===== src/cfd_pkg.sv =====
// constants, field positions and decode helpers for the configuration bank
`default_nettype none
package cfd_pkg;

    // ----------------------------------------------------------------
    // byte addresses of the configuration space
    // ----------------------------------------------------------------
    localparam logic [21:0] CFD_CFG_BASE = 22'h30_0000;
    localparam logic [21:0] CFD_CFG_LAST = 22'h30_00FF;
    localparam logic [21:0] CFD_A_WDT = 22'h30_0003;
    localparam logic [21:0] CFD_A_BUS = 22'h30_0004;
    localparam logic [21:0] CFD_A_PIN = 22'h30_0005;
    localparam logic [21:0] CFD_A_DBG = 22'h30_0006;
    localparam logic [21:0] CFD_A_CPL = 22'h30_0008;
    localparam logic [21:0] CFD_A_CPH = 22'h30_0009;
    localparam logic [21:0] CFD_A_WPL = 22'h30_000A;
    localparam logic [21:0] CFD_A_WPH = 22'h30_000B;

    // ----------------------------------------------------------------
    // storage slots, masks and unprogrammed values
    // ----------------------------------------------------------------
    localparam logic [2:0] CFD_I_WDT = 3'h0;
    localparam logic [2:0] CFD_I_BUS = 3'h1;
    localparam logic [2:0] CFD_I_PIN = 3'h2;
    localparam logic [2:0] CFD_I_DBG = 3'h3;
    localparam logic [2:0] CFD_I_CPL = 3'h4;
    localparam logic [2:0] CFD_I_CPH = 3'h5;
    localparam logic [2:0] CFD_I_WPL = 3'h6;
    localparam logic [2:0] CFD_I_WPH = 3'h7;
    // implemented bits per slot, slot 7 first
    localparam logic [7:0][7:0] CFD_IMPL_MASK = {
        8'hE0, 8'h0F, 8'hC0, 8'h0F, 8'h85, 8'h83, 8'h83, 8'h1F};
    // blank part: every implemented bit reads one
    localparam logic [7:0][7:0] CFD_UNPROG = CFD_IMPL_MASK;
    // slots whose bits may only be cleared
    localparam logic [7:0] CFD_CLEAR_ONLY = 8'hF0;

    // ----------------------------------------------------------------
    // field positions
    // ----------------------------------------------------------------
    localparam int CFD_B_WDT_FORCE = 0;
    localparam int CFD_B_PS_LO = 1;
    localparam int CFD_B_BUS_WAIT = 7;
    localparam int CFD_B_MODE_LO = 0;
    localparam int CFD_B_RST_PIN = 7;
    localparam int CFD_B_ENH_PWM = 1;
    localparam int CFD_B_CAP2 = 0;
    localparam int CFD_B_DEBUG = 7;
    localparam int CFD_B_LV_PROG = 2;
    localparam int CFD_B_STACK = 0;
    localparam int CFD_B_EEP = 7;
    localparam int CFD_B_BOOT = 6;
    localparam int CFD_B_CFGW = 5;

    // ----------------------------------------------------------------
    // processor memory modes
    // ----------------------------------------------------------------
    localparam logic [1:0] CFD_MODE_MCU = 2'h3;
    localparam logic [1:0] CFD_MODE_MPU = 2'h2;
    localparam logic [1:0] CFD_MODE_MPU_BOOT = 2'h1;
    localparam logic [1:0] CFD_MODE_EXT_MCU = 2'h0;

    // ----------------------------------------------------------------
    // self-timed write
    // ----------------------------------------------------------------
    localparam int CFD_CLK_PERIOD_NS = 20;
    localparam int CFD_WRITE_TIME_NS = 2000;
    // least time, rounded up to whole cycles
    localparam int CFD_WRITE_CYCLES =
        (CFD_WRITE_TIME_NS + CFD_CLK_PERIOD_NS - 1) / CFD_CLK_PERIOD_NS;
    localparam logic [7:0] CFD_WRITE_LAST = 8'(CFD_WRITE_CYCLES - 1);

    typedef enum logic {CFD_IDLE, CFD_WRITE} cfd_state_e;

    // address to {hit, slot}
    function automatic logic [3:0] cfd_slot(input logic [21:0] a);
        case (a)
            CFD_A_WDT: cfd_slot = {1'b1, CFD_I_WDT};
            CFD_A_BUS: cfd_slot = {1'b1, CFD_I_BUS};
            CFD_A_PIN: cfd_slot = {1'b1, CFD_I_PIN};
            CFD_A_DBG: cfd_slot = {1'b1, CFD_I_DBG};
            CFD_A_CPL: cfd_slot = {1'b1, CFD_I_CPL};
            CFD_A_CPH: cfd_slot = {1'b1, CFD_I_CPH};
            CFD_A_WPL: cfd_slot = {1'b1, CFD_I_WPL};
            CFD_A_WPH: cfd_slot = {1'b1, CFD_I_WPH};
            default: cfd_slot = 4'h0;
        endcase
    endfunction

endpackage
`default_nettype wire


===== src/cfd_fuse_bank.sv =====
// configuration byte bank with its decoders and protection outputs
//
// Summary of operation
// - watchdog postscaler code n in bits 4:1 gives divide ratio 2^n.
// - bit 0 set forces watchdog on; clear lets software enable decide.
// - unimplemented bits of every configuration byte read as zero.
// - implemented bits read one while the part is unprogrammed.
// - bus-wait bit set disables table wait states; clear uses wait field.
// - mode field: 11 mcu, 10 mpu, 01 mpu with boot, 00 extended mcu.
// - reset-pin bit set makes pin a reset input, else a port input.
// - pwm mux bit picks port E pins 6-3 (1) or port H pins 7-4 (0).
// - capture2 to port C1 when set, else E7 in mcu or B3 otherwise.
// - debugger bit clear dedicates port B pins 6 and 7 to debug.
// - low-voltage programming bit set enables low-voltage entry.
// - stack-error bit set turns stack full or underflow into reset.
// - four code-protect bits guard four program blocks; zero protects.
// - boot code-protect bit clear protects the boot region.
// - eeprom code-protect bit clear protects data eeprom.
// - four write-protect bits guard the same blocks; zero protects.
// - eeprom write-protect bit clear blocks eeprom writes.
// - boot write-protect bit clear blocks boot region writes.
// - config write-protect bit clear blocks writes to config space.
// - protection bits can only be cleared, never set back by a write.
// - programmed reads zero, blank reads one; bytes sit from 300000h.
// - one byte per write: load address and data, then start timed write.
`timescale 1ns/1ps
`default_nettype none
module cfd_fuse_bank (
    input wire logic clk,
    input wire logic rst_n,
    input wire logic [21:0] tbl_addr,
    input wire logic [7:0] tbl_wdata,
    input wire logic tbl_write,
    input wire logic write_start,
    input wire logic rd_en,
    input wire logic [21:0] rd_addr,
    input wire logic watchdog_soft_on,
    input wire logic [1:0] bus_wait_count,
    input wire logic master_reset_pin_n,
    input wire logic port_g_pin5,
    input wire logic stack_fault,
    output logic [7:0] rd_data_q,
    output logic rd_valid_q,
    output logic write_busy_q,
    output logic write_refused_q,
    output logic [3:0] watchdog_postscale_sel_q,
    output logic [15:0] watchdog_ratio_q,
    output logic watchdog_on_q,
    output logic tbl_wait_en_q,
    output logic [1:0] tbl_wait_states_q,
    output logic [1:0] processor_mode_sel_q,
    output logic pin_reset_req_q,
    output logic port_g_pin5_in_q,
    output logic enh_pwm_on_port_e_q,
    output logic enh_pwm_on_port_h_q,
    output logic capture2_on_c1_q,
    output logic capture2_on_e7_q,
    output logic capture2_on_b3_q,
    output logic debug_pins_dedicated_q,
    output logic low_volt_prog_enable_q,
    output logic stack_reset_req_q,
    output logic [3:0] block_code_protect_q,
    output logic boot_code_protect_q,
    output logic eeprom_code_protect_q,
    output logic [3:0] block_write_protect_q,
    output logic boot_write_protect_q,
    output logic eeprom_write_protect_q,
    output logic config_write_protect_q
);

    // ----------------------------------------------------------------
    // storage and write sequencer state
    // ----------------------------------------------------------------
    logic [7:0][7:0] cfg_q;
    logic [21:0] ld_addr_q;
    logic [7:0] ld_data_q;
    cfd_pkg::cfd_state_e state_q;
    logic [7:0] cnt_q;
    logic [1:0] rst_pin_sync_q;
    logic [1:0] g5_sync_q;
    logic [3:0] wr_slot;
    logic [3:0] rd_slot;
    logic wr_in_cfg;
    logic wr_blocked;
    logic commit;
    logic [7:0] wdt_b, bus_b, pin_b, dbg_b;
    logic [7:0] cpl_b, cph_b, wpl_b, wph_b;

    assign wdt_b = cfg_q[cfd_pkg::CFD_I_WDT];
    assign bus_b = cfg_q[cfd_pkg::CFD_I_BUS];
    assign pin_b = cfg_q[cfd_pkg::CFD_I_PIN];
    assign dbg_b = cfg_q[cfd_pkg::CFD_I_DBG];
    assign cpl_b = cfg_q[cfd_pkg::CFD_I_CPL];
    assign cph_b = cfg_q[cfd_pkg::CFD_I_CPH];
    assign wpl_b = cfg_q[cfd_pkg::CFD_I_WPL];
    assign wph_b = cfg_q[cfd_pkg::CFD_I_WPH];

    // target decode of the loaded write
    assign wr_slot = cfd_pkg::cfd_slot(ld_addr_q);
    assign rd_slot = cfd_pkg::cfd_slot(rd_addr);
    assign wr_in_cfg = (ld_addr_q >= cfd_pkg::CFD_CFG_BASE) &&
                       (ld_addr_q <= cfd_pkg::CFD_CFG_LAST);
    assign wr_blocked = wr_in_cfg && !wph_b[cfd_pkg::CFD_B_CFGW];
    assign commit = (state_q == cfd_pkg::CFD_WRITE) && (cnt_q == 8'h00);

    // ----------------------------------------------------------------
    // table write staging
    // ----------------------------------------------------------------
    // address and data latch
    // a load during a running write is held off so the cell stays coherent
    always_ff @(posedge clk) begin
        if (!rst_n) begin
            ld_addr_q <= 22'h00_0000;
            ld_data_q <= 8'h00;
        end else if (tbl_write && state_q == cfd_pkg::CFD_IDLE) begin
            ld_addr_q <= tbl_addr;
            ld_data_q <= tbl_wdata;
        end
    end

    always_ff @(posedge clk) begin
        if (!rst_n) begin
            state_q <= cfd_pkg::CFD_IDLE;
            cnt_q <= 8'h00;
            write_busy_q <= 1'b0;
        end else begin
            case (state_q)
                cfd_pkg::CFD_IDLE: begin
                    if (write_start) begin
                        state_q <= cfd_pkg::CFD_WRITE;
                        cnt_q <= cfd_pkg::CFD_WRITE_LAST;
                        write_busy_q <= 1'b1;
                    end
                end
                cfd_pkg::CFD_WRITE: begin
                    if (cnt_q == 8'h00) begin
                        state_q <= cfd_pkg::CFD_IDLE;
                        write_busy_q <= 1'b0;
                    end else begin
                        cnt_q <= cnt_q - 8'h01;
                    end
                end
                default: begin
                    state_q <= cfd_pkg::CFD_IDLE;
                    write_busy_q <= 1'b0;
                end
            endcase
        end
    end

    // ----------------------------------------------------------------
    // configuration cells
    // ----------------------------------------------------------------
    // reset models a blank part, all implemented bits one
    // unimplemented bits are never stored, so they read zero
    // protection slots only accept one-to-zero changes
    always_ff @(posedge clk) begin
        if (!rst_n) begin
            cfg_q <= cfd_pkg::CFD_UNPROG;
        end else if (commit && wr_slot[3] && !wr_blocked) begin
            if (cfd_pkg::CFD_CLEAR_ONLY[wr_slot[2:0]]) begin
                cfg_q[wr_slot[2:0]] <= cfg_q[wr_slot[2:0]] & ld_data_q;
            end else begin
                cfg_q[wr_slot[2:0]] <= ld_data_q &
                    cfd_pkg::CFD_IMPL_MASK[wr_slot[2:0]];
            end
        end
    end

    // refused write flag, one cycle at the end of the timed write
    always_ff @(posedge clk) begin
        if (!rst_n) begin
            write_refused_q <= 1'b0;
        end else begin
            write_refused_q <= commit && wr_blocked;
        end
    end

    // ----------------------------------------------------------------
    // read port
    // ----------------------------------------------------------------
    // bytes mapped upward from the config base, unmapped read zero
    always_ff @(posedge clk) begin
        if (!rst_n) begin
            rd_data_q <= 8'h00;
            rd_valid_q <= 1'b0;
        end else begin
            rd_valid_q <= rd_en;
            if (rd_en) begin
                rd_data_q <= rd_slot[3] ? cfg_q[rd_slot[2:0]] : 8'h00;
            end
        end
    end

    // ----------------------------------------------------------------
    // pin synchronisers
    // ----------------------------------------------------------------
    // both pins arrive from outside the clock domain
    always_ff @(posedge clk) begin
        if (!rst_n) begin
            rst_pin_sync_q <= 2'b11;
            g5_sync_q <= 2'b00;
        end else begin
            rst_pin_sync_q <= {rst_pin_sync_q[0], master_reset_pin_n};
            g5_sync_q <= {g5_sync_q[0], port_g_pin5};
        end
    end

    // ----------------------------------------------------------------
    // watchdog and bus decode
    // ----------------------------------------------------------------
    // decoders follow the stored cells plus watchdog_soft_on and bus_wait_count
    always_ff @(posedge clk) begin
        if (!rst_n) begin
            watchdog_postscale_sel_q <= 4'hF;
            watchdog_ratio_q <= 16'h8000;
            watchdog_on_q <= 1'b1;
            tbl_wait_en_q <= 1'b0;
            tbl_wait_states_q <= 2'h0;
            processor_mode_sel_q <= cfd_pkg::CFD_MODE_MCU;
        end else begin
            watchdog_postscale_sel_q <= wdt_b[cfd_pkg::CFD_B_PS_LO +: 4];
            watchdog_ratio_q <= 16'h0001 << wdt_b[cfd_pkg::CFD_B_PS_LO +: 4];
            watchdog_on_q <= wdt_b[cfd_pkg::CFD_B_WDT_FORCE] |
                             watchdog_soft_on;
            // wait field only when the bus-wait bit is clear
            tbl_wait_en_q <= !bus_b[cfd_pkg::CFD_B_BUS_WAIT];
            tbl_wait_states_q <= bus_b[cfd_pkg::CFD_B_BUS_WAIT] ?
                                 2'h0 : bus_wait_count;
            processor_mode_sel_q <= bus_b[cfd_pkg::CFD_B_MODE_LO +: 2];
        end
    end

    // ----------------------------------------------------------------
    // pin multiplexing and debug decode
    // ----------------------------------------------------------------
    always_ff @(posedge clk) begin
        if (!rst_n) begin
            pin_reset_req_q <= 1'b0;
            port_g_pin5_in_q <= 1'b0;
            enh_pwm_on_port_e_q <= 1'b1;
            enh_pwm_on_port_h_q <= 1'b0;
            capture2_on_c1_q <= 1'b1;
            capture2_on_e7_q <= 1'b0;
            capture2_on_b3_q <= 1'b0;
            debug_pins_dedicated_q <= 1'b0;
            low_volt_prog_enable_q <= 1'b1;
            stack_reset_req_q <= 1'b0;
        end else begin
            // shared reset pin, port input gated off when enabled
            pin_reset_req_q <= pin_b[cfd_pkg::CFD_B_RST_PIN] &
                               !rst_pin_sync_q[1];
            port_g_pin5_in_q <= !pin_b[cfd_pkg::CFD_B_RST_PIN] &
                                g5_sync_q[1];
            enh_pwm_on_port_e_q <= pin_b[cfd_pkg::CFD_B_ENH_PWM];
            enh_pwm_on_port_h_q <= !pin_b[cfd_pkg::CFD_B_ENH_PWM];
            // capture2 routing depends on the memory mode too
            capture2_on_c1_q <= pin_b[cfd_pkg::CFD_B_CAP2];
            capture2_on_e7_q <= !pin_b[cfd_pkg::CFD_B_CAP2] &&
                bus_b[1:0] == cfd_pkg::CFD_MODE_MCU;
            capture2_on_b3_q <= !pin_b[cfd_pkg::CFD_B_CAP2] &&
                bus_b[1:0] != cfd_pkg::CFD_MODE_MCU;
            debug_pins_dedicated_q <= !dbg_b[cfd_pkg::CFD_B_DEBUG];
            low_volt_prog_enable_q <= dbg_b[cfd_pkg::CFD_B_LV_PROG];
            stack_reset_req_q <= dbg_b[cfd_pkg::CFD_B_STACK] & stack_fault;
        end
    end

    // ----------------------------------------------------------------
    // protection decode, one means protected at these outputs
    // ----------------------------------------------------------------
    always_ff @(posedge clk) begin
        if (!rst_n) begin
            block_code_protect_q <= 4'h0;
            boot_code_protect_q <= 1'b0;
            eeprom_code_protect_q <= 1'b0;
            block_write_protect_q <= 4'h0;
            boot_write_protect_q <= 1'b0;
            eeprom_write_protect_q <= 1'b0;
            config_write_protect_q <= 1'b0;
        end else begin
            block_code_protect_q <= ~cpl_b[3:0];
            boot_code_protect_q <= !cph_b[cfd_pkg::CFD_B_BOOT];
            eeprom_code_protect_q <= !cph_b[cfd_pkg::CFD_B_EEP];
            block_write_protect_q <= ~wpl_b[3:0];
            boot_write_protect_q <= !wph_b[cfd_pkg::CFD_B_BOOT];
            eeprom_write_protect_q <= !wph_b[cfd_pkg::CFD_B_EEP];
            config_write_protect_q <= !wph_b[cfd_pkg::CFD_B_CFGW];
        end
    end
endmodule // cfd_fuse_bank
`default_nettype wire


===== config.mk =====
export PLATFORM = sky130hd
export DESIGN_NAME = cfd_fuse_bank
export DESIGN_NICKNAME = d
export VERILOG_FILES = /design/src/cfd_pkg.sv /design/src/cfd_fuse_bank.sv
export SDC_FILE = /design/constraint.sdc
export NUM_CORES = 1
export LEC_CHECK = 0
export BUFFER_PORTS_ARGS = -buffer_cell sky130_fd_sc_hd__buf_2
export CORE_MARGIN = 2
export CORE_UTILIZATION = 56
export DETAILED_ROUTE_END_ITERATION = 10
export PLACE_DENSITY = 0.83
export SLEW_MARGIN = 5
export SYNTH_ARGS = -nofsm -noshare
export SYNTH_HDL_FRONTEND = slang
export SYNTH_SLANG_ARGS = --single-unit

===== constraint.sdc =====
create_clock -name clk -period 3.59 [get_ports clk]
set_clock_uncertainty 0.05 [all_clocks]
set_input_delay 0.5385 -clock clk [delete_from_list [all_inputs] [get_ports clk]]
set_output_delay 0.5385 -clock clk [all_outputs]
set_load 0.01 [all_outputs]

==> run summary <==
Post-synth EDFFs -> 0
Die Width -> 116 um
initial antenna violation count -> 0
Yosys Warn Count -> 0
Fin. Hold Viols -> 0
Setup TNS -> 0 ps
Hold Path Sink -> rst_pin_sync_q[0]
Antenna Nets Post-Route -> 0
CP max-delay cell -> or4_1
vias in the first global route -> 6,122
IO Count -> 123
syn_area_per_cell -> 8.62 um^2
Worst Hold Class -> in2reg
clk slew on worst S/H paths -> 70 ps
Design Power -> 4.22 mW
first-pass GRT wire length -> 30.5 mm
Worst setup SP type -> flop
asr flop ratio synth -> 0%
Worst R2R Setup Slack -> 240 ps
# diodes -> 0
PD cells -> 500 nW/um^2
total wire length -> 19.2 mm
starting density of the core -> 57.7%
Tot GR Track Use -> 29.4%
HPWL after detailed placement -> 13.0 mm
worst slew pin tran -> 1020 ps
post_cts resized -> 0
largest stage delay on the critical path -> 820 ps
max_cap viols -> 0
post-synthesis sequential area ratio -> 47.8%
Worst-Skew Late Latency -> 450 ps
initial DRC count -> 662
fin. max-slew vios -> 0
synth-to-layout area growth -> 20.7%
Final WS setup -> 235 ps
LEAKAGE -> 3.64 nW
Distinct cells, synth -> 62
cell area after synthesis -> 6990 um^2
Mapped Cells -> 811
Root Buffer -> clkbuf_16
worst-path cell chain -> or4_1 > or4_1 > nor3_1 > inv_1 > ha_1 > o21ai_0 > nand3_1 > or2_2 > a21oi_1
core footprint -> 12,100 um^2
Finish-stage setup viols -> 0
most frequent CP cell -> or4_1
worst slack, placed -> 347 ps
min-delay src -> master_reset_pin_n
Die Y -> 116 um
final period utilization -> 93.4%
final routed DRC violation total -> 0
unrepaired setup endpoints after global routing -> no
R2R cell count -> 9
Final #Nets -> 990
Tmin final -> 3350 ps
Cell Rows -> 40
r2r startpoint -> ld_addr_q[11]
Slew headroom -> 31.8%
Max H-tree Level -> 4
critical path type -> reg2reg
largest net degree at the start of global routing -> 67
Congestion Overflow GR -> 0
CTS tree -> done
reg-to-reg endpoint -> wdt_b[7]
setup bufs post-CTS -> 0
share of layout cells above drive strength 1 -> 22.1%
vias -> 6,640
routed len/inst -> 17.4 um
TritonCTS buffer count -> 17
Top FF cell, synth -> dfxtp_1
Hold Crit Depth -> 2
Fmax -> 298 MHz
Crit path arrival time -> 3690 ps
Bufs on Longest Clock Path -> 2
die area -> 13,400 um^2
Yosys reg bits -> 167
buffers added on ports -> 122
drt pass-1 iters -> 6
Mapped Nets -> 879
clk sink count -> 167
critical path's top delay family -> simple AND/OR/NAND/NOR gates
endpoint kind of the worst setup timing path -> flop
status -> complete, no violations
Buf/Inv on CP -> 1
GPL Wtd Cong -> 1.06
routed vias/inst -> 6.02
worst vdd ir -> 0.441 mV
Worst Path Required -> 3920 ps
Hold-fix buffers, CTS -> 0
critical path fanouts, max -> 16
where the power goes:
| part | internal, mW | switching, mW |
|---|---|---|
| Sequential | 1.89 | 0.0395 |
| Clock | 1.24 | 0.766 |
| Combinational | 0.112 | 0.171 |
| Total | 3.24 | 0.977 |
flip-flops by register name (all words and copies together) (netlist names), 2 cells and up:
register and flops:
watchdog_ratio_q 16, cpl_b 8, cnt_q 8, dbg_b 8, pin_b 8, wph_b 8
processor_mode_sel_q 2, block_code_protect_q 4, rd_data_q 8, wpl_b 8, tbl_wait_states_q 2, g5_sync_q 2
cph_b 8, ld_addr_q 22, block_write_protect_q 4, rst_pin_sync_q 2, wdt_b 8, watchdog_postscale_sel_q 4
ld_data_q 8, bus_b 8
routing by layer:
| metal | up-vias | routed length [um] | GRT usage, % | part of all wire (%) |
|---|---|---|---|---|
| li1 | 3152 | - | - | - |
| met4 | 0 | 748 | 15.4 | 3.9 |
| met3 | 74 | 1820 | 7.01 | 9.5 |
| met1 | 3040 | 7910 | 38.8 | 41 |
| met5 | - | 0 | 0 | 0 |
| met2 | 374 | 8700 | 45.0 | 45 |
cells in the mapped netlist (all sizes together), types with 4 or more instances:
cell type  count  area [um^2]
nor2          67          251
o211ai        13         97.6
nand2        131          492
a32oi          9         78.8
nor3          15         75.1
nand2b        17          106
mux2i         20          200
nand4         11         68.8
and3          19          119
xor2           4         35.0
and2           9         56.3
a31oi          9         56.3
o21ai         19         95.1
a21oi         47          235
nor2b          8         50.1
a221oi         9         78.8
a31o          14          123
a211oi         5         42.5
a311oi         9         78.8
buf            7         28.8
or3            4         25.0
inv           11         41.3
dfxtp        167         3340
or2            9         56.3
ha             5         62.6
or4            7         56.3
nand3         44          220
a211o          9         78.8
nand3b         5         37.5
nor4           8         62.6
clkbuf        47          176
a21o           7         52.6
how the worst max path moves through the flow:
stage,endpoint,slack [ps],cells past startpoint,from
5_1_grt,wdt_b[7],70,9,ld_addr_q[11]
4_1_cts,wdt_b[7],320,9,ld_addr_q[11]
2_1_floorplan,wdt_b[7],650,11,ld_addr_q[15]
3_3_place_gp,wdt_b[7],400,9,ld_addr_q[15]
6_report,wdt_b[7],240,9,ld_addr_q[11]
3_5_place_dp,wdt_b[7],350,9,ld_addr_q[15]
cell families (layout without fill, tap and decap cells):
group,Yosys count,in the layout,synth area share [%]
simple gates,372,372,26.3
compound gates,178,178,18.1
flops,167,167,47.8
buf+inv,65,189,3.53
mux,20,20,2.86
fa+ha+maj,5,5,0.895
xor+xnor,4,4,0.501
final cells by class:
class                      instances  area (um^2)
timing repair buffer             146          791
fill                             981         3670
clock buffer                      18          429
tap                              168          210
clock inverter                    14          223
inverter                          11         41.3
sequential                       167         3340
multi-input combinational        579         3400
per-stage QoR:
step,util (%),cell area (um^2),hold slack [ps],instances
after floorplan,-,6990,317,811
after global placement,64.3,7790,321,1071
after detailed placement,64.3,7790,333,1071
after CTS,69.7,8440,231,1103
after global routing,69.7,8440,246,1103
final,69.7,8440,226,1103
layout by cell type, fill, tap and decap left out, types with 3 or more instances in the layout:
cell | synthesis | routed
o211ai_1 | 13 | 13
a21o_1 | 7 | 7
clkbuf_16 | 0 | 17
buf_4 | 0 | 24
or2_2 | 7 | 7
ha_1 | 5 | 5
nand4_1 | 11 | 11
a32oi_1 | 9 | 9
nor3b_1 | 3 | 3
clkinv_4 | 0 | 4
a31o_2 | 12 | 12
a221oi_1 | 9 | 9
nor2_1 | 67 | 67
a31oi_1 | 9 | 9
or3b_2 | 3 | 3
nand3_1 | 44 | 44
a311oi_1 | 9 | 9
dfxtp_1 | 167 | 167
a21oi_1 | 47 | 47
bufinv_16 | 0 | 5
nor4b_1 | 3 | 3
o21ai_0 | 19 | 19
or3_1 | 4 | 4
o32ai_1 | 3 | 3
a211oi_1 | 4 | 4
nor4_1 | 6 | 6
xor2_1 | 4 | 4
nor3_1 | 15 | 15
buf_2 | 2 | 122
nand3b_1 | 5 | 5
and3_1 | 19 | 19
nand2_1 | 131 | 131
or4_1 | 6 | 6
and2_1 | 9 | 9
nor2b_1 | 8 | 7
a211o_1 | 9 | 9
inv_1 | 11 | 10
mux2i_1 | 20 | 20
nand2b_1 | 17 | 17
a41oi_1 | 3 | 3
Power figures use the tool's default switching activity.
